File: src/hw/i2m_map.svh
/*
 Register indices, field positions, reset values and timing counts of the
 two-wire master. Byte address on the register bus is four times an index.
 Assumes inclusion by bare name from the design file.
*/
`ifndef I2M_MAP_SVH
`define I2M_MAP_SVH
`define I2M_IDX_TX 8'h9A
`define I2M_IDX_RX 8'h9B
`define I2M_IDX_MODE 8'hE8
`define I2M_IDX_ADDR 8'hE9
`define I2M_IDX_STAT 8'hEA
`define I2M_IDX_MASK 8'hEB
`define I2M_BIT_EN 7
`define I2M_DIV_MSB 6
`define I2M_DIV_LSB 5
`define I2M_RCT_MSB 4
`define I2M_BIT_BUSY 7
`define I2M_BIT_NOACK 6
`define I2M_BIT_RXP 5
`define I2M_BIT_TXE 4
`define I2M_BIT_ACC 1
`define I2M_BIT_TXW 0
`define I2M_STICKY_MASK 8'h73
`define I2M_RST_REG 8'h00
`define I2M_FIFO_FULL 3'h4
`define I2M_LVL_EMPTY 2'h0
`define I2M_LVL_HALF 2'h2
`define I2M_LVL_FULL 2'h3
`define I2M_QTR_BASE 6'h04
`define I2M_RESP_OKAY 2'h0
`define I2M_RESP_SLVERR 2'h2
`endif

File: src/hw/i2m_pkg.sv
/*
 Types shared by the two-wire master.
 Assumes nothing of its surroundings.
*/
package i2m_pkg;
	// Sequencer states, Gray coded in declaration order.
	typedef enum logic [3:0]
	{
		ST_IDLE = 4'h0,
		ST_START = 4'h1,
		ST_ADDR = 4'h3,
		ST_ACK_A = 4'h2,
		ST_TXB = 4'h6,
		ST_ACK_T = 4'h7,
		ST_RXB = 4'h5,
		ST_ACK_M = 4'h4,
		ST_STOP = 4'hC,
		ST_RSTART = 4'hD
	} i2m_state_t;
endpackage

File: src/hw/i2m_top.sv
/*
 Two-wire bus master with target address register, status flags, four-byte
 transmit and receive FIFOs and an AXI4-Lite register slave.
 Assumes a single 125 MHz clock, an external pull-up on both bus lines and
 one AXI4-Lite master issuing one write and one read at a time.
*/
`include "i2m_map.svh"

// Operation
// - Address register write starts a transaction.
// - Bit 0 selects read or write command.
// - Data bytes pass through separate transmit and receive buffers.
// - Busy flag set; transmit FIFO drained meanwhile.
// - Missing acknowledge flags and stops transfer.
// - Receive flag set while receive FIFO nonempty.
// - Transmit flag set while transmit FIFO empty.
// - Writing zero clears the sticky flags.
// - Active FIFO level shown in bits 3:2.
// - Simultaneous FIFO write and read flags error.
// - Write into full transmit FIFO flags error.
// - Master acknowledges each received byte before the last automatically.
// - Master sends NACK on byte count plus one.
// - Address rewrite mid-transfer gives repeated start.
// - Enable bit gates only the launch of a transaction.
// - Read stops after count plus one, or error.
// - Serial clock from core divided 16..128.
// - Four-byte receive and transmit FIFOs.
module i2m_top
	import i2m_pkg::*;
(
	input wire logic CLK, // Core clock.
	input wire logic RST, // Asynchronous reset, active high.
	input wire logic [11:0] AWADDR, // Write address.
	input wire logic AWVALID, // Write address valid.
	output logic AWREADY, // Write address ready.
	input wire logic [31:0] WDATA, // Write data.
	input wire logic [3:0] WSTRB, // Write byte strobes.
	input wire logic WVALID, // Write data valid.
	output logic WREADY, // Write data ready.
	output logic [1:0] BRESP, // Write response code.
	output logic BVALID, // Write response valid.
	input wire logic BREADY, // Write response ready.
	input wire logic [11:0] ARADDR, // Read address.
	input wire logic ARVALID, // Read address valid.
	output logic ARREADY, // Read address ready.
	output logic [31:0] RDATA, // Read data.
	output logic [1:0] RRESP, // Read response code.
	output logic RVALID, // Read data valid.
	input wire logic RREADY, // Read data ready.
	output logic IRQ, // Level interrupt, active high.
	input wire logic SDA_IN, // Data line level.
	output logic SDA_OUT, // Data line drive value, always low.
	output logic SDA_OE_N, // Data line enable, low while pulling low.
	input wire logic SCL_IN, // Clock line level.
	output logic SCL_OUT, // Clock line drive value, always low.
	output logic SCL_OE_N // Clock line enable, low while pulling low.
);

	////////////////////////////////////////////////////////////////////////////
	// Declarations.

	logic aw_held; // Write address captured.
	logic w_held; // Write data captured.
	logic [11:0] aw_addr; // Captured write address.
	logic [7:0] w_byte; // Captured low data byte.
	logic w_lane; // Captured strobe of byte lane 0.
	logic wr_go; // Register write commits this cycle.
	logic rd_go; // Register read is taken this cycle.
	logic [7:0] wr_idx; // Register index of the write.
	logic [7:0] rd_idx; // Register index of the read.
	logic [7:0] mode; // Mode register.
	logic [7:0] addr_reg; // Target address and direction register.
	logic [7:0] mask; // Interrupt mask register.
	logic [7:0] flag; // Sticky status flags.
	logic [7:0] set_vec; // Flag set events.
	logic [7:0] clr_vec; // Flag clear requests.
	logic [7:0] sticky_bits; // Which status bits are sticky flags.
	logic [7:0] stat_rd; // Status register read value.
	logic [1:0] level; // Level of the active FIFO.
	logic [7:0] tx_mem [4]; // Transmit FIFO storage.
	logic [7:0] rx_mem [4]; // Receive FIFO storage.
	logic [1:0] tx_wp, tx_rp, rx_wp, rx_rp; // FIFO pointers.
	logic [2:0] tx_cnt, rx_cnt; // FIFO fill counts.
	logic tx_push, tx_pop, tx_flush, rx_push, rx_pop; // FIFO strobes.
	logic tx_try; // Software writes the transmit buffer.
	logic acc_ev; // Simultaneous buffer write and read.
	logic pending; // Transaction launch requested.
	logic take_pend; // Launch request consumed this cycle.
	i2m_state_t state; // Sequencer state.
	logic [7:0] work_addr; // Address byte of the running transaction.
	logic [7:0] shreg; // Shift register.
	logic [2:0] bitn; // Bit counter inside a byte.
	logic [1:0] q; // Quarter of the bit period.
	logic [5:0] div_cnt; // Quarter period divider.
	logic [5:0] quarter; // Quarter period length.
	logic adv; // Quarter step enable.
	logic ack_bit; // Sampled acknowledge level, high means none.
	logic [5:0] rx_got; // Bytes received in this transaction.
	logic last; // Current received byte is the final one.
	logic fin_ok; // Normal end of the transaction at this step.
	logic scl_low, sda_low; // Line pull-down requests.
	logic [2:0] sync [2]; // Input synchronisers, data then clock.
	logic [1:0] line_s; // Filtered line levels.
	logic sda_s, scl_s; // Filtered data and clock levels.

	// Known register index check, used by both the write and read paths.
	function automatic logic is_mapped(input logic [11:0] a);
		logic [7:0] i;
		i = a[9:2];
		is_mapped = (a[11:10] == 2'h0) && ((i == `I2M_IDX_TX) || (i == `I2M_IDX_RX) ||
			(i == `I2M_IDX_MODE) || (i == `I2M_IDX_ADDR) || (i == `I2M_IDX_STAT) ||
			(i == `I2M_IDX_MASK));
	endfunction

	////////////////////////////////////////////////////////////////////////////
	// AXI4-Lite slave.

	assign AWREADY = !aw_held;
	assign WREADY = !w_held;
	assign ARREADY = !RVALID;
	assign wr_go = aw_held && w_held && !BVALID;
	assign rd_go = ARVALID && !RVALID;
	assign wr_idx = aw_addr[9:2];
	assign rd_idx = ARADDR[9:2];

	// Address and data are captured independently, in either order.
	always_ff @(posedge CLK or posedge RST)
	begin
		if (RST)
		begin
			aw_held <= 1'b0;
			w_held <= 1'b0;
			aw_addr <= 12'h000;
			w_byte <= 8'h00;
			w_lane <= 1'b0;
		end
		else
		begin
			if (AWVALID && AWREADY)
			begin
				aw_held <= 1'b1;
				aw_addr <= AWADDR;
			end
			else if (wr_go)
				aw_held <= 1'b0;
			if (WVALID && WREADY)
			begin
				w_held <= 1'b1;
				w_byte <= WDATA[7:0];
				w_lane <= WSTRB[0];
			end
			else if (wr_go)
				w_held <= 1'b0;
		end
	end

	// Write response follows the commit by one cycle.
	always_ff @(posedge CLK or posedge RST)
	begin
		if (RST)
		begin
			BVALID <= 1'b0;
			BRESP <= `I2M_RESP_OKAY;
		end
		else if (wr_go)
		begin
			BVALID <= 1'b1;
			BRESP <= is_mapped(aw_addr) ? `I2M_RESP_OKAY : `I2M_RESP_SLVERR;
		end
		else if (BREADY)
			BVALID <= 1'b0;
	end

	// Read data is registered; unmapped indices answer zero with an error.
	always_ff @(posedge CLK or posedge RST)
	begin
		if (RST)
		begin
			RVALID <= 1'b0;
			RDATA <= 32'h0000_0000;
			RRESP <= `I2M_RESP_OKAY;
		end
		else if (rd_go)
		begin
			RVALID <= 1'b1;
			RRESP <= is_mapped(ARADDR) ? `I2M_RESP_OKAY : `I2M_RESP_SLVERR;
			RDATA <= 32'h0000_0000;
			if (is_mapped(ARADDR))
			begin
				unique case (rd_idx)
					`I2M_IDX_RX: RDATA[7:0] <= (rx_cnt != 3'h0) ? rx_mem[rx_rp] : 8'h00;
					`I2M_IDX_MODE: RDATA[7:0] <= mode;
					`I2M_IDX_ADDR: RDATA[7:0] <= addr_reg;
					`I2M_IDX_STAT: RDATA[7:0] <= stat_rd;
					`I2M_IDX_MASK: RDATA[7:0] <= mask;
					default: RDATA[7:0] <= 8'h00;
				endcase
			end
		end
		else if (RREADY)
			RVALID <= 1'b0;
	end

	// Control registers written by software.
	always_ff @(posedge CLK or posedge RST)
	begin
		if (RST)
		begin
			mode <= `I2M_RST_REG;
			addr_reg <= `I2M_RST_REG;
			mask <= `I2M_RST_REG;
		end
		else if (wr_go && w_lane && is_mapped(aw_addr))
		begin
			if (wr_idx == `I2M_IDX_MODE)
				mode <= w_byte;
			if (wr_idx == `I2M_IDX_ADDR)
				addr_reg <= w_byte;
			if (wr_idx == `I2M_IDX_MASK)
				mask <= w_byte;
		end
	end

	////////////////////////////////////////////////////////////////////////////
	// FIFOs between software and the shift register.

	assign tx_try = wr_go && w_lane && is_mapped(aw_addr) && (wr_idx == `I2M_IDX_TX);
	assign tx_push = tx_try && (tx_cnt != `I2M_FIFO_FULL);
	assign rx_pop = rd_go && is_mapped(ARADDR) && (rd_idx == `I2M_IDX_RX) && (rx_cnt != 3'h0);
	assign acc_ev = tx_try && rd_go && is_mapped(ARADDR) && (rd_idx == `I2M_IDX_RX);

	// Transmit FIFO: filled by software, drained by the sequencer.
	always_ff @(posedge CLK or posedge RST)
	begin
		if (RST)
		begin
			tx_wp <= 2'h0;
			tx_rp <= 2'h0;
			tx_cnt <= 3'h0;
		end
		else
		begin
			if (tx_push)
			begin
				tx_mem[tx_wp] <= w_byte;
				tx_wp <= tx_wp + 2'h1;
			end
			if (tx_flush)
			begin
				tx_rp <= tx_push ? tx_wp : tx_wp + 2'h0;
				tx_cnt <= tx_push ? 3'h1 : 3'h0;
			end
			else
			begin
				if (tx_pop)
					tx_rp <= tx_rp + 2'h1;
				tx_cnt <= tx_cnt + {2'h0, tx_push} - {2'h0, tx_pop};
			end
		end
	end

	// Receive FIFO: filled by the sequencer, drained by register reads.
	always_ff @(posedge CLK or posedge RST)
	begin
		if (RST)
		begin
			rx_wp <= 2'h0;
			rx_rp <= 2'h0;
			rx_cnt <= 3'h0;
		end
		else
		begin
			if (rx_push && (rx_cnt != `I2M_FIFO_FULL))
			begin
				rx_mem[rx_wp] <= shreg;
				rx_wp <= rx_wp + 2'h1;
			end
			if (rx_pop)
				rx_rp <= rx_rp + 2'h1;
			rx_cnt <= rx_cnt + {2'h0, rx_push && (rx_cnt != `I2M_FIFO_FULL)} - {2'h0, rx_pop};
		end
	end

	////////////////////////////////////////////////////////////////////////////
	// Status flags and interrupt.

	always_comb
	begin
		set_vec = 8'h00;
		set_vec[`I2M_BIT_NOACK] = tx_flush;
		set_vec[`I2M_BIT_RXP] = (rx_cnt != 3'h0);
		set_vec[`I2M_BIT_TXE] = (tx_cnt == 3'h0);
		set_vec[`I2M_BIT_ACC] = acc_ev;
		set_vec[`I2M_BIT_TXW] = tx_try && (tx_cnt == `I2M_FIFO_FULL);
	end

	// Zero written to a sticky bit clears it; a same-cycle event wins.
	assign clr_vec = (wr_go && w_lane && is_mapped(aw_addr) && (wr_idx == `I2M_IDX_STAT)) ?
		(~w_byte & `I2M_STICKY_MASK) : 8'h00;

	// The sticky layout as a signal, so that single bits can be picked out of it.
	assign sticky_bits = `I2M_STICKY_MASK;

	genvar gi;
	generate
		for (gi = 0; gi < 8; gi++)
		begin : g_flag
			// One sticky status bit.
			always_ff @(posedge CLK or posedge RST)
			begin
				if (RST)
					flag[gi] <= 1'b0;
				else
					flag[gi] <= (set_vec[gi] | (flag[gi] & ~clr_vec[gi])) &
						sticky_bits[gi];
			end
		end
	endgenerate

	// Level of whichever FIFO the current direction uses.
	always_comb
	begin
		logic [2:0] c;
		c = work_addr[0] ? rx_cnt : tx_cnt;
		if (c == 3'h0)
			level = `I2M_LVL_EMPTY;
		else if (c == `I2M_FIFO_FULL)
			level = `I2M_LVL_FULL;
		else
			level = `I2M_LVL_HALF;
	end

	assign stat_rd = {state != ST_IDLE, flag[6:4], level, flag[1:0]};
	assign IRQ = |(flag & mask);

	////////////////////////////////////////////////////////////////////////////
	// Line synchronisers and drivers.

	generate
		for (gi = 0; gi < 2; gi++)
		begin : g_sync
			// Three stages; a level counts once stages two and three agree.
			always_ff @(posedge CLK or posedge RST)
			begin
				if (RST)
				begin
					sync[gi] <= 3'h7;
					line_s[gi] <= 1'b1;
				end
				else
				begin
					sync[gi] <= {sync[gi][1:0], (gi == 0) ? SDA_IN : SCL_IN};
					if (sync[gi][1] == sync[gi][2])
						line_s[gi] <= sync[gi][2];
				end
			end
		end
	endgenerate

	assign sda_s = line_s[0];
	assign scl_s = line_s[1];
	assign SDA_OUT = 1'b0;
	assign SCL_OUT = 1'b0;
	assign SDA_OE_N = !sda_low;
	assign SCL_OE_N = !scl_low;

	////////////////////////////////////////////////////////////////////////////
	// Bit timing: four quarter steps per bit, quarter = 4, 8, 16 or 32 cycles.

	assign quarter = `I2M_QTR_BASE << mode[`I2M_DIV_MSB:`I2M_DIV_LSB];
	// A slave holding the clock low delays the end of the high phase. The check sits in the
	// last quarter, so that the master's own release has passed the synchroniser by then.
	assign adv = (div_cnt == quarter - 6'h01) && !((q == 2'h3) && !scl_s);

	always_ff @(posedge CLK or posedge RST)
	begin
		if (RST)
			div_cnt <= 6'h00;
		else if ((state == ST_IDLE) || (div_cnt >= quarter - 6'h01))
			div_cnt <= 6'h00;
		else
			div_cnt <= div_cnt + 6'h01;
	end

	////////////////////////////////////////////////////////////////////////////
	// Sequencer.

	assign last = (rx_got == ({1'b0, mode[`I2M_RCT_MSB:0]} + 6'h01));
	assign fin_ok = adv && (q == 2'h3) && (((state == ST_ACK_A) && !ack_bit && !work_addr[0] &&
		(tx_cnt == 3'h0)) || ((state == ST_ACK_T) && !ack_bit && (tx_cnt == 3'h0)) ||
		((state == ST_ACK_M) && last));
	assign tx_flush = adv && (q == 2'h3) && ((state == ST_ACK_A) || (state == ST_ACK_T)) &&
		ack_bit;
	assign tx_pop = adv && (q == 2'h3) && !ack_bit && (tx_cnt != 3'h0) &&
		(((state == ST_ACK_A) && !work_addr[0]) || (state == ST_ACK_T));
	assign rx_push = adv && (q == 2'h3) && (state == ST_RXB) && (bitn == 3'h7);
	assign take_pend = pending && ((state == ST_IDLE) || fin_ok);

	// Launch request: set by an address write while enabled, taken by the sequencer.
	always_ff @(posedge CLK or posedge RST)
	begin
		if (RST)
			pending <= 1'b0;
		else if (wr_go && w_lane && is_mapped(aw_addr) && (wr_idx == `I2M_IDX_ADDR) &&
			mode[`I2M_BIT_EN])
			pending <= 1'b1;
		else if (take_pend)
			pending <= 1'b0;
	end

	// Frame sequencing; quarter 0 changes data with the clock low.
	always_ff @(posedge CLK or posedge RST)
	begin
		if (RST)
		begin
			state <= ST_IDLE;
			q <= 2'h0;
			scl_low <= 1'b0;
			sda_low <= 1'b0;
			work_addr <= `I2M_RST_REG;
			shreg <= 8'h00;
			bitn <= 3'h0;
			ack_bit <= 1'b0;
			rx_got <= 6'h00;
		end
		else if (state == ST_IDLE)
		begin
			q <= 2'h0;
			scl_low <= 1'b0;
			sda_low <= 1'b0;
			if (pending)
			begin
				state <= ST_START;
				work_addr <= addr_reg;
			end
		end
		else if (adv)
		begin
			q <= q + 2'h1;
			if (q == 2'h1)
				scl_low <= 1'b0;
			if ((q == 2'h3) && (state != ST_STOP))
				scl_low <= 1'b1;
			unique case (state)
				ST_START, ST_RSTART:
				begin
					// Data falls while the clock is high.
					if (q == 2'h0)
						sda_low <= 1'b0;
					if (q == 2'h2)
						sda_low <= 1'b1;
					if (q == 2'h3)
					begin
						state <= ST_ADDR;
						shreg <= work_addr;
						bitn <= 3'h0;
						rx_got <= 6'h00;
					end
				end
				ST_ADDR, ST_TXB:
				begin
					// Most significant bit first.
					if (q == 2'h0)
						sda_low <= !shreg[7];
					if (q == 2'h3)
					begin
						shreg <= {shreg[6:0], 1'b0};
						bitn <= bitn + 3'h1;
						if (bitn == 3'h7)
							state <= (state == ST_ADDR) ? ST_ACK_A : ST_ACK_T;
					end
				end
				ST_RXB:
				begin
					if (q == 2'h0)
						sda_low <= 1'b0;
					if (q == 2'h2)
						shreg <= {shreg[6:0], sda_s};
					if (q == 2'h3)
					begin
						bitn <= bitn + 3'h1;
						if (bitn == 3'h7)
						begin
							state <= ST_ACK_M;
							rx_got <= rx_got + 6'h01;
						end
					end
				end
				ST_ACK_A, ST_ACK_T:
				begin
					if (q == 2'h0)
						sda_low <= 1'b0;
					if (q == 2'h2)
						ack_bit <= sda_s;
					if (q == 2'h3)
					begin
						if (ack_bit)
							state <= ST_STOP;
						else if ((state == ST_ACK_A) && work_addr[0])
						begin
							state <= ST_RXB;
							bitn <= 3'h0;
						end
						else if (tx_cnt != 3'h0)
						begin
							state <= ST_TXB;
							shreg <= tx_mem[tx_rp];
							bitn <= 3'h0;
						end
						else if (pending)
						begin
							state <= ST_RSTART;
							work_addr <= addr_reg;
						end
						else
							state <= ST_STOP;
					end
				end
				ST_ACK_M:
				begin
					if (q == 2'h0)
						sda_low <= !last;
					if (q == 2'h3)
					begin
						bitn <= 3'h0;
						if (!last)
							state <= ST_RXB;
						else if (pending)
						begin
							state <= ST_RSTART;
							work_addr <= addr_reg;
						end
						else
							state <= ST_STOP;
					end
				end
				ST_STOP:
				begin
					// Data rises while the clock is high.
					if (q == 2'h0)
						sda_low <= 1'b1;
					if (q == 2'h2)
						sda_low <= 1'b0;
					if (q == 2'h3)
						state <= ST_IDLE;
				end
				default: state <= ST_IDLE;
			endcase
		end
	end
endmodule

File: config.mk
export PLATFORM = sky130hd
export DESIGN_NAME = i2m_top
export DESIGN_NICKNAME = d
export VERILOG_FILES = /design/src/hw/i2m_pkg.sv /design/src/hw/i2m_top.sv
export VERILOG_INCLUDE_DIRS = /design/src /design/src/hw
export SDC_FILE = /design/constraint.sdc
export NUM_CORES = 1
export LEC_CHECK = 0
export ABC_AREA = 1
export ABC_CLOCK_PERIOD_IN_PS = 4200
export BUFFER_PORTS_ARGS = -buffer_cell sky130_fd_sc_hd__buf_2
export CORE_MARGIN = 8
export CORE_UTILIZATION = 47
export CTS_BUF_LIST = sky130_fd_sc_hd__clkbuf_16
export DETAILED_ROUTE_END_ITERATION = 8
export PLACE_DENSITY = 0.66
export SLEW_MARGIN = 20
export SYNTH_ARGS = -nofsm -noshare
export SYNTH_HDL_FRONTEND = slang
export SYNTH_SLANG_ARGS = --single-unit
File: constraint.sdc
create_clock -name CLK -period 4.2 [get_ports CLK]
set_input_delay 0.42 -clock CLK [delete_from_list [all_inputs] [get_ports CLK]]
set_output_delay 0.42 -clock CLK [all_outputs]
set_load 0.05 [all_outputs]
# After elaboration in Yosys (flattened, before gate mapping)
# Memory sizes are Yosys's and may differ from the RTL's.
# Cells that the tools add are included.
# totals
in_bits	69
n_memories	2
elab_cells	340
ramBits	64
out_inout_bits	46
register_bits	129
# op_classes
bitwise	18
reduce_logical	114
n_addsub	14
order_cmp	1
shift	1
n_mux	89
n_eq_ne	62
# memory_table
name	depth	width	rd	rd_ports_with_merged_regs	write_ports	line	source
rx_mem	4	8	1	0	1	i2m_top.sv:81	logic [7:0] rx_mem [4];
tx_mem	4	8	1	0	1	i2m_top.sv:80	logic [7:0] tx_mem [4];
# op_table
operator	count
8-bit two-way mux	18
8-bit equality test, second input constant	12
4-bit two-way mux	15
1-bit logical AND	45
3-bit != test, second input constant	15
8-bit case mux with 5 select lines	1
8-bit case mux with 4 select lines	1
1-bit two-way mux	28
3-bit two-way mux	9
6-bit two-way mux	4
4-bit case mux with 6 select lines	1
10-bit AND reduction	2
4-bit by 3-bit equality test with 1-bit output, second input constant	4
1-bit logical OR	16
2-bit != test, second input constant	8
8-bit case mux with 2 select lines	1
8-bit AND reduction	2
2-bit nonzero test	8
3-bit nonzero test	5
2-bit two-way mux	7
1-bit zero test	13
6-bit by 1-bit adder with 6-bit output, second input constant	2
6-bit equality test	2
6-bit case mux with 2 select lines	1
other kinds (38)	79

# Longest topological paths before layout
# Gate-level depths: netlist of the first run.
# depth
depth_word	13
mapped_depth	15
depth_no_buf	15

# Worst setup path before layout of the first run
# No wires, ideal clock.
# synth_path
path_kind	input port to flip-flop
start	in RST
end	mem tx_mem[0][0] (enable)
setup_slack_ns	-0.224
setup_ns	0.373
arrival_ns	4.051
path_stages	3
required_time_ns	3.827
path_buffers	0
path_cell_list	inv_1 nand3_1 nor2_1
# synth_between
elab_chain_cells	3
# synth_rtl
item	line	source
from (decl)	i2m_top.sv:32	input wire logic RST,
1-bit zero test (no line)	-	
1-bit logical AND (implied by the code)	i2m_top.sv:245	tx_mem[tx_wp] <= w_byte;
1-bit two-way mux (implied by the code)	i2m_top.sv:245	
to (decl)	i2m_top.sv:80	
# No other way between the ends.

# Final worst setup path of the first run
# layout_path
start	reg mode[5]
end	reg tx_cnt[2]
# layout_between
elab_chain_cells	10
elab_cells_between_ends	12
classes_between	add/sub (2); eq/ne (1); shift (1); mux (1); reduce/logical (7)
# layout_rtl
item	line	source
from (decl)	i2m_top.sv:71	logic [7:0] mode;
from (signal assigned)	i2m_top.sv:209	mode <= `I2M_RST_REG;
from (signal assigned)	i2m_top.sv:216	mode <= w_byte;
3-bit by 2-bit left shift with 6-bit output (no line) (*)	-	
6-bit by 1-bit subtractor with 6-bit output (*)	i2m_top.sv:373	assign adv = (div_cnt == quarter - 6'h01) && !((q == 2'h3) && !scl_s);
6-bit equality test (*)	i2m_top.sv:373	
1-bit logical AND (*)	i2m_top.sv:373	
1-bit logical AND (*)	i2m_top.sv:392, i2m_top.sv:394	
1-bit logical AND (3 in series)	i2m_top.sv:394	assign tx_pop = adv && (q == 2'h3) && !ack_bit && (tx_cnt != 3'h0) &&
3-bit by 1-bit subtractor with 3-bit output	i2m_top.sv:257	tx_cnt <= tx_cnt + {2'h0, tx_push} - {2'h0, tx_pop};
3-bit two-way mux (*)	i2m_top.sv:248	if (tx_flush)
to (signal assigned)	i2m_top.sv:251	tx_cnt <= tx_push ? 3'h1 : 3'h0;
to (signal assigned)	i2m_top.sv:257	
to (decl)	i2m_top.sv:83	logic [2:0] tx_cnt, rx_cnt;
# Mark *: on every way between the ends. The rest lies on a longest branch, timed or not.
# A chain may end at the register's enable or synchronous reset.

==> summary.md, run 1 <==
| Metric | Value |
|---|---|
| Outcome | complete, no violations |
| Crit path DAT | approximately 3.3 ns |
| Switching share of power | 35.6% |
| Pre-antenna DRT Iters | 7 |
| Hold buffer count at CTS | 0 |
| Worst Hold Class | in2async |
| # rows | 51 |
| Residual DRC count | 0 |
| Final setup viols | 0 |
| Post-cts sizing count | 0 |
| Clock Power Share | 30.4% |
| GRT Residual Overflow | 0 |
| CTS tree | done |
| Async SR Flop Fraction | between 60% and 70% |
| Total Routing Usage GR | roughly 18% |
| RSZ-0062 raised after global routing | false |
| Final nets | 1180 |
| Layout area overhead | 11.3% |
| CP endpoint kind | flop |
| Post-synth top flop | dfrtp_1 |
| Critical R2R Capture | tx_cnt[2] |
| Final Hold Viols | 0 |
| Critical Path Start Type | flop |
| Combinational power share | about 25% |
| CP required | 4.57 ns |
| VDD IR max | between 0.0003 and 0.0004 V |
| Synth cell types | 51 |
| Worst-path maximum fanout | 4 |
| Mapped cell area | about 9300 µm² |
| Number of synthesized flops with an enable pin | 64 |
| Yosys warns | 0 |
| Antenna violations before repair | 1 |
| R2R cell count | 15 |
| Setup TNS | 0 ns |
| Worst Path Class, Setup | reg2reg |
| Cell internal pwr | 3.63 mW |
| Largest net degree at the start of global routing | 66 |
| Cells after Synth | 1026 |
| Wire length per cell | between 15 and 20 µm |
| Port Buffers | 55 |
| Relative slew slack | 43.6% |
| Core area | 19500 µm² |
| Ant. Diodes | 0 |
| Worst clock skew | around 0.0093 ns |
| Final ANT Viol Nets | 0 |
| First-pass GRT wire length | 33800 µm |
| Initial Util | a little under half |
| Reg-to-reg slack, setup | 1.25 ns |
| Pins over their slew limit | 0 |
| Via Count | a little under 7000 |
| Power Density | 543 nW/µm² |
| RR Startpoint | mode[5] |
| CTS Root Cell | clkbuf_16 |
| CTS sink cnt | 189 |
| Total power | 5.64 mW |
| Switching pwr | a little over 2 mW |
| IO Pins | 115 |
| Vias in the first global route | 6546 |
| FF+latch count, synth | roughly 190 |
| Actual slew at the worst max-slew pin | roughly 0.84 ns |
| Largest regs | rx_mem (32), tx_mem (32), aw_addr (10) |
| Leak | ~4.8 nW |
| DIE HEIGHT | approximately 160 µm |
| Detailed Route WL | 20700 µm |
| Sequential Power Share | 44.1% |
| Num CTS Buffers | 17 |
| Max-cap viol count | 0 |
| Reg clk slew, reported paths | 0.07 ns |
| Min Tclk post-route | ~2.9 ns |
| GP Congestion | 0.910 |
| Register area share after synthesis | between 50% and 60% |
| HPWL after DPL | 15300 µm |
| Clk_lat worst skew | 0.43 ns |
| Starting DRT DRC Count | 489 |
| Number of setup buffers added after CTS | 0 |
| H-tree level count | 4 |
| Routed vias/inst | 5.06 |
| WHS | 0.0203 ns |
| Layout cells sized above 1 | 13.6% |
| Final worst-path cycle share | roughly 70% |
| Avg Cell Area, Syn | 9.09 µm² |
| Clock Path Buffers | 2 |
| Peak Freq | 339 MHz |
| Die W | 157 µm |
| Die area | 24600 µm² |
## power by group through the flow
stage	logic, mW	clock network [mW]	registers [mW]
after floorplan	1.15	0	2.43
after global placement	1.42	0	2.52
after detailed placement	1.44	0	2.53
after CTS	1.44	1.74	2.49
after global routing	1.64	1.82	2.53
final	1.44	1.72	2.49
## worst max-delay path by stage
stage / startpoint / endpoint / slack (ns) / cells past startpoint
finish: mode[5] / tx_cnt[2] / 1.25 / 15
global route: mode[5] / tx_cnt[2] / 0.96 / 15
CTS: mode[5] / tx_cnt[2] / 1.23 / 15
detailed placement: mode[5] / tx_cnt[2] / 1.26 / 15
global placement: ARVALID / rx_cnt[2] / 1.26 / 11
floorplan: RST / tx_mem[0][0] / 0.97 / 3
## metrics by stage
step / instances / instance area (µm²) / util, % / setup WS [ns]
4_1_cts: 1362 / 10400 / 53.3 / 1.23
6_report: 1362 / 10400 / 53.3 / 1.25
5_1_grt: 1362 / 10400 / 53.3 / 0.962
2_1_floorplan: 1053 / 9430 / - / 0.968
3_3_place_gp: 1330 / 9750 / 50.1 / 1.26
3_5_place_dp: 1330 / 9750 / 50.1 / 1.26
## cell usage after synthesis (3+ instances only)
| master | count | area [µm²] |
|---|---|---|
| nand2_1 | 211 | 792 |
| inv_1 | 122 | 458 |
| dfrtp_1 | 117 | 2930 |
| nor2_1 | 109 | 409 |
| o21ai_0 | 96 | 480 |
| edfxtp_1 | 64 | 1920 |
| nand3_1 | 50 | 250 |
| a21oi_1 | 33 | 165 |
| buf_4 | 28 | 210 |
| ha_1 | 25 | 313 |
| o22ai_1 | 13 | 81.3 |
| o21ai_1 | 11 | 55.1 |
| nor2_2 | 10 | 62.6 |
| nor3_1 | 10 | 50.1 |
| clkbuf_1 | 9 | 33.8 |
| nand2_2 | 9 | 56.3 |
| nand4_1 | 9 | 56.3 |
| o21ai_2 | 9 | 78.8 |
| dfstp_2 | 8 | 210 |
| xor2_1 | 8 | 70.1 |
| buf_2 | 7 | 35.0 |
| mux2_2 | 6 | 67.6 |
| o211ai_1 | 6 | 45.0 |
| inv_2 | 5 | 18.8 |
| xnor2_1 | 5 | 43.8 |
| a32o_1 | 3 | 30.0 |
| nand2_4 | 3 | 33.8 |
| nand3_2 | 3 | 30.0 |
| nor2_4 | 3 | 33.8 |
| o21bai_1 | 3 | 22.5 |
| o31ai_1 | 3 | 22.5 |
## logic make-up after synthesis
family	Yosys count	synth area share (%)
AOI/OAI and AO/OA	183	11.0
xor gates and xnor gates	13	1.22
adders and majority gates	29	4.00
buffers and inverters	174	8.48
DFF	189	54.3
muxes	6	0.724
other	2	0.0805
and+or+nand+nor	430	20.2
## placed cells by master (no fill, tap or decap), types with 29 or more instances in the layout
cell type / count
a21oi_1: 33
nand2_1: 211
nand3_1: 50
inv_1: 123
dfrtp_1: 117
conb_1: 29
buf_2: 55
edfxtp_1: 64
nor2_1: 109
o21ai_0: 96
## metal layers
| metal | share of wire (%) | track usage (%) |
|---|---|---|
| met3 | 7.1 | 4.77 |
| met4 | 1.9 | 5.68 |
| met1 | 45 | 23.6 |
| met5 | 0.048 | 0 |
| met2 | 46 | 27.5 |
## worst max-delay path: stages, from the launching register on
cell     delay [ns]
dfrtp_1        0.42
nor2_1         0.08
ha_1           0.27
nand2_1        0.05
nor2_1         0.12
nand3_1        0.22
nor2_1         0.24
inv_1          0.08
nor2_2         0.26
ha_1           0.29
inv_1          0.05
ha_1           0.13
inv_1          0.05
fa_1           0.37
xor2_1         0.17
nor2_1         0.10
## layout make-up
type	instances	area, µm²
Clock inverter	14	180
Clock buffer	18	450
Multi-Input combinational cell	690	3580
Sequential cell	189	5060
Tap cell	265	332
Timing Repair Buffer	58	298
Fill cell	1781	9080
Inverter	128	484
Power figures use the tool's default switching activity.
==> run 2, diff against run 1 <==
Settings changed: ABC_CLOCK_PERIOD_IN_PS 4200 to 3000.
Clock period 4.2 ns to 3 ns, I/O delays scaled along.
==> summary.md, run 2 (synthesis results as in run 1) <==
| Metric | Value |
|---|---|
| Worst Path Class, Setup | reg2reg |
| Total Routing Usage GR | 18.0% (+0.28 points) |
| Min Tclk post-route | 2.73 ns (-0.216 ns) |
| IO Pins | 115 (unchanged) |
| Routed vias/inst | 5.04 (-0.55%) |
| Initial Util | 47.9% (unchanged) |
| Total power | 7.66 mW (+36%) |
| RSZ-0062 raised after global routing | false |
| First-pass GRT wire length | 34600 µm (+2.5%) |
| Crit path DAT | 3.10 ns (-0.22 ns) |
| VDD IR max | 0.000695 V (+86%) |
| Clock Path Buffers | 2 (unchanged) |
| Most used cell, CP | nor2_1 |
| Clk_lat worst skew | 0.44 ns (about the same) |
| Port Buffers | 55 (unchanged) |
| Worst Hold Class | in2reg |
| Worst Path Buf+Inv | 3 (unchanged) |
| CTS sink cnt | 189 (unchanged) |
| Ant. Diodes | 0 (unchanged) |
| Crit. path cell count | 15 (unchanged) |
| Most frequent cells in the layout | nand2_1 (211), inv_1 (121), dfrtp_1 (117), nor2_1 (109), o21ai_0 (96) |
| CP required | 3.37 ns (-1.20 ns) |
| Final setup viols | 0 (unchanged) |
| HPWL after DPL | 15500 µm (+1.8%) |
| GRT Residual Overflow | 0 (unchanged) |
| Final ANT Viol Nets | 0 (unchanged) |
| Filler cells | 1792 (+0.62%) |
| Pins over their slew limit | 0 (unchanged) |
| Core Util, Final | 53.8% (+0.42 points) |
| Antenna violations before repair | 0 (-1) |
| Final worst-path cycle share | 91.1% (+21 points) |
| Hold depth | 2 |
| Residual DRC count | 0 (unchanged) |
| Wire length per cell | 15.2 µm (+0.50%) |
| Worst-path maximum fanout | 4 (unchanged) |
| # rows | 51 (unchanged) |
| Relative slew slack | 40.3% (-3.4 points) |
| Worst clock skew | 0.0100 ns (+0.000684 ns) |
| Dpl cells | 1347 (+1.3%) |
| Number of setup buffers added after CTS | 0 (unchanged) |
| Slowest stage delay, CP | 0.42 ns (about the same) |
| Layout cells sized above 1 | 15.1% (+1.6 points) |
| WHS | 0.0448 ns (+0.0245 ns) |
| Reg clk slew, reported paths | 0.07 ns (about the same) |
| Placed inst area | 9880 µm² (+1.3%) |
| Starting DRT DRC Count | 530 (+8.4%) |
| Power Density | 732 nW/µm² (+35%) |
| Detailed Route WL | 21100 µm (+1.9%) |
| Largest net degree at the start of global routing | 70 (+6.1%) |
| H-tree level count | 4 (unchanged) |
| Peak Freq | 366 MHz (+7.9%) |
| Slowest CP cell | dfrtp_1 |
| Worst path top cell family by delay | adder cells |
| Fin cells | 1381 (+1.4%) |
| R2R cell count | 15 (unchanged) |
| Via Count | 6955 (+0.84%) |
| Critical Path Start Type | flop |
| CTS Root Cell | clkbuf_16 |
| Die area | 24600 µm² (unchanged) |
| Die W | 157 µm (unchanged) |
| Core area | 19500 µm² (unchanged) |
| Final nets | 1199 (+1.6%) |
| Vias in the first global route | 6753 (+3.2%) |
| Post-layout instance area | 10500 µm² (+0.78%) |
| Leak | 4.79 nW (+0.86%) |
| Num CTS Buffers | 17 (unchanged) |
| Pre-antenna DRT Iters | 6 (-1) |
| DIE HEIGHT | 157 µm (unchanged) |
| GP Congestion | 0.901 (-0.95%) |
| Critical-path cell list | nor2_1 > ha_1 > nand2_1 > nor2_1 > nand3_2 > nor2_1 > inv_1 > nor2_2 > ha_1 > inv_1 > ha_1 > inv_1 > fa_1 > xor2_1 > nor2_1 |
| Layout area overhead | 12.2% |
| Final Hold Viols | 0 (unchanged) |
| CP endpoint kind | flop |
| Outcome | complete, no violations |
| CTS tree | done |
| Largest regs | rx_mem (32), tx_mem (32), aw_addr (10) |
| Max-cap viol count | 0 (unchanged) |
| Actual slew at the worst max-slew pin | 0.896 ns (+0.0535 ns) |
| Commonest non-fill, non-tap cell in the layout | nand2_1 |
## run 2: layout make-up
type	count	area, µm²	share of cell area [%]
clock buffer	17	425	4.07
clock inverter	15	134	1.28
inverter	128	484	4.63
multi-input combinational	690	3580	34.2
sequential	189	5060	48.4
tap	265	332	3.17
timing repair buffer	77	445	4.26
## run 2: worst paths after layout
| check | start | endpoint | slack [ns] |
|---|---|---|---|
| min in group asynchronous | RST | div_cnt[1] | 0.23 |
| max in group asynchronous | RST | RDATA[5] | 2.11 |
| worst max-delay path | mode[5] | tx_cnt[2] | 0.27 |
| worst max register to register | mode[5] | tx_cnt[2] | 0.27 |
| worst min register to register | sync[0] | sync[1] | 0.36 |
| worst min-delay path | BREADY | BVALID | 0.04 |
## run 2: through the flow
stage / TNS (ns) / setup WS, ns
global placement: 0 / 0.292
CTS: 0 / 0.202
floorplan: -2.53 / -0.0790
detailed placement: 0 / 0.264
finish: 0 / 0.266
global route: 0 / 0.0239
## run 2: power by group
| group | total [mW] | switching (mW) | leakage, nW | internal [mW] |
|---|---|---|---|---|
| registers | 3.47 | 0.374 | 2.10 | 3.10 |
| clock network | 2.13 | 1.04 | 0.261 | 1.09 |
| logic | 2.06 | 1.45 | 2.43 | 0.609 |
| total | 7.66 | 2.87 | 4.79 | 4.80 |
## run 2: repair_timing
| action | 4_1_cts | 5_1_grt |
|---|---|---|
| resized for setup | 0 | 1 |
| hold buffers | 2 | 0 |
| setup endpoints to repair | 0 | 3 |
| hold endpoints to repair | 2 | 0 |
## run 2: routing by layer
metal  GRT usage, %  vias to the layer above  part of all wire, %
met3           3.94                       24                  6.5
met2           28.1                      189                   46
met1           24.5                     3278                   46
li1               -                     3464                    -
met5              0                        -                    0
met4           5.77                        0                  1.6
## run 2: worst reg2reg max path, cell delays in order (launching register included)
cell	delay (ns)
dfrtp_1	0.42
nor2_1	0.08
ha_1	0.27
nand2_1	0.05
nor2_1	0.17
nand3_2	0.16
nor2_1	0.15
inv_1	0.07
nor2_2	0.19
ha_1	0.26
inv_1	0.05
ha_1	0.12
inv_1	0.05
fa_1	0.36
xor2_1	0.17
nor2_1	0.10
==> run 3, diff against run 2 <==
Settings changed: PLACE_DENSITY 0.66 to 0.74.
==> summary.md, run 3 (synthesis results as in run 1) <==
| Metric | Value |
|---|---|
| CP required | 3.36 ns (about the same) |
| Core area | 19500 µm² (unchanged) |
| Initial Util | 47.9% (unchanged) |
| Starting DRT DRC Count | 520 (-1.9%) |
| Placed inst area | 9890 µm² (about the same) |
| Most frequent cells in the layout | nand2_1 (211), inv_1 (124), dfrtp_1 (117), nor2_1 (109), o21ai_0 (96) |
| Commonest non-fill, non-tap cell in the layout | nand2_1 |
| Crit path DAT | 3.12 ns (+0.02 ns) |
| Worst path top cell family by delay | adder cells |
| DIE HEIGHT | 157 µm (unchanged) |
| IO Pins | 115 (unchanged) |
| Final worst-path cycle share | 92.0% (+0.89 points) |
| Final setup viols | 0 (unchanged) |
| Setup TNS | 0 ns (unchanged) |
| VDD IR max | 0.000701 V (+0.85%) |
| Final nets | 1201 (+0.17%) |
| Total Routing Usage GR | 17.4% (-0.57 points) |
| Num CTS Buffers | 17 (unchanged) |
| GP Congestion | 0.909 (+0.92%) |
| HPWL after DPL | 15300 µm (-1.2%) |
| Min Tclk post-route | 2.76 ns (+0.0268 ns) |
| Reg clk slew, reported paths | 0.07 ns (about the same) |
| Power Density | 743 nW/µm² (+1.4%) |
| Vias in the first global route | 6758 (+0.074%) |
| Number of setup buffers added after CTS | 0 (unchanged) |
| Clock Path Buffers | 2 (unchanged) |
| Max-cap viol count | 0 (unchanged) |
| CTS sink cnt | 189 (unchanged) |
| Slowest CP cell | dfrtp_1 |
| Worst-path maximum fanout | 4 (unchanged) |
| Total power | 7.82 mW (+2.0%) |
| Worst Path Class, Setup | reg2reg |
| CTS tree | done |
| Peak Freq | 362 MHz (-0.97%) |
| RSZ-0062 raised after global routing | false |
| Dpl cells | 1348 (+0.074%) |
| Most used cell, CP | inv_1 |
| Largest net degree at the start of global routing | 60 (-14%) |
| Worst Hold Class | in2reg |
| Die W | 157 µm (unchanged) |
| Critical Path Start Type | flop |
| Place WS | 0.125 ns (-0.139 ns) |
| Actual slew at the worst max-slew pin | 0.729 ns (-0.166 ns) |
| Routed vias/inst | 5.04 (about the same) |
| Detailed Route WL | 20600 µm (-2.1%) |
| Worst Path Buf+Inv | 4 (+1) |
| GRT Residual Overflow | 0 (unchanged) |
| Final ANT Viol Nets | 0 (unchanged) |
| Fin cells | 1383 (+0.14%) |
| Layout cells sized above 1 | 14.9% (-0.21 points) |
| Clk_lat worst skew | 0.43 ns (about the same) |
| H-tree level count | 4 (unchanged) |
| Leak | 4.83 nW (+0.73%) |
| Worst clock skew | 0.00989 ns (-0.000110 ns) |
| Largest regs | rx_mem (32), tx_mem (32), aw_addr (10) |
| Post-layout instance area | 10500 µm² (+0.60%) |
| Antenna violations before repair | 0 (unchanged) |
| Ant. Diodes | 0 (unchanged) |
| Final Hold Viols | 0 (unchanged) |
| Via Count | 6972 (+0.24%) |
| Pins over their slew limit | 0 (unchanged) |
| Pre-antenna DRT Iters | 5 (-1) |
| CP endpoint kind | flop |
| First-pass GRT wire length | 33700 µm (-2.6%) |
| WHS | 0.0426 ns (-0.00218 ns) |
| Port Buffers | 55 (unchanged) |
| Slowest stage delay, CP | 0.38 ns (-0.04 ns) |
| CTS Root Cell | clkbuf_16 |
| Core Util, Final | 54.1% (+0.32 points) |
| Residual DRC count | 0 (unchanged) |
| Critical-path cell list | inv_1 > ha_1 > nand2_1 > nor2_1 > nand3_2 > nor2_1 > inv_1 > nor2_4 > ha_1 > inv_1 > ha_1 > inv_1 > fa_1 > xor2_1 > nor2_1 |
| Die area | 24600 µm² (unchanged) |
| Final worst slack | 0.239 ns (-0.0268 ns) |
| Relative slew slack | 51.4% (+11 points) |
| Wire length per cell | 14.9 µm (-2.2%) |
| Outcome | complete, no violations |
| # rows | 51 (unchanged) |
| Layout area overhead | 12.9% |
[run 3: layout make-up]
cell class | instances | area [µm²]
Clock buffer | 17 | 425
Timing Repair Buffer | 79 | 463
Fill cell | 1743 | 8940
Sequential cell | 189 | 5060
Tap cell | 265 | 332
Clock inverter | 15 | 174
Inverter | 128 | 484
Multi-Input combinational cell | 690 | 3590
[run 3: final timing paths]
check	start	end	slack, ns	cells past startpoint
setup / recovery	mode[6]	tx_cnt[2]	0.24	15
hold / removal	BREADY	BVALID	0.04	2
setup reg to reg	mode[6]	tx_cnt[2]	0.24	15
hold reg to reg	sync[0]	sync[1]	0.36	0
max in group asynchronous	RST	state[2]	1.54	4
min in group asynchronous	RST	mode[7]	0.41	3
[run 3: power breakdown]
group | internal (mW) | switching (mW) | total [mW]
clock | 1.31 | 0.976 | 2.29
sequential | 3.10 | 0.370 | 3.47
combinational | 0.617 | 1.44 | 2.06
total | 5.03 | 2.79 | 7.82
[run 3: repair_timing]
action	CTS	global route
hold buffers	3	0
endpoints found under the hold margin	14	0
resized for setup	0	2
endpoints found under the setup margin	0	1
[run 3: per-layer routing]
layer / wire (µm) / track usage (%)
met5: 0 / 0
met4: 425 / 5.81
met3: 1340 / 3.81
met2: 9360 / 27.4
met1: 9490 / 23.4
[run 3: worst register-to-register path, stage by stage (launching register included)]
cell and delay [ns]:
dfrtp_1 0.38, inv_1 0.08, ha_1 0.30, nand2_1 0.05, nor2_1 0.15, nand3_2 0.15
nor2_1 0.17, inv_1 0.09, nor2_4 0.19, ha_1 0.27, inv_1 0.06, ha_1 0.12
inv_1 0.04, fa_1 0.37, xor2_1 0.17, nor2_1 0.10
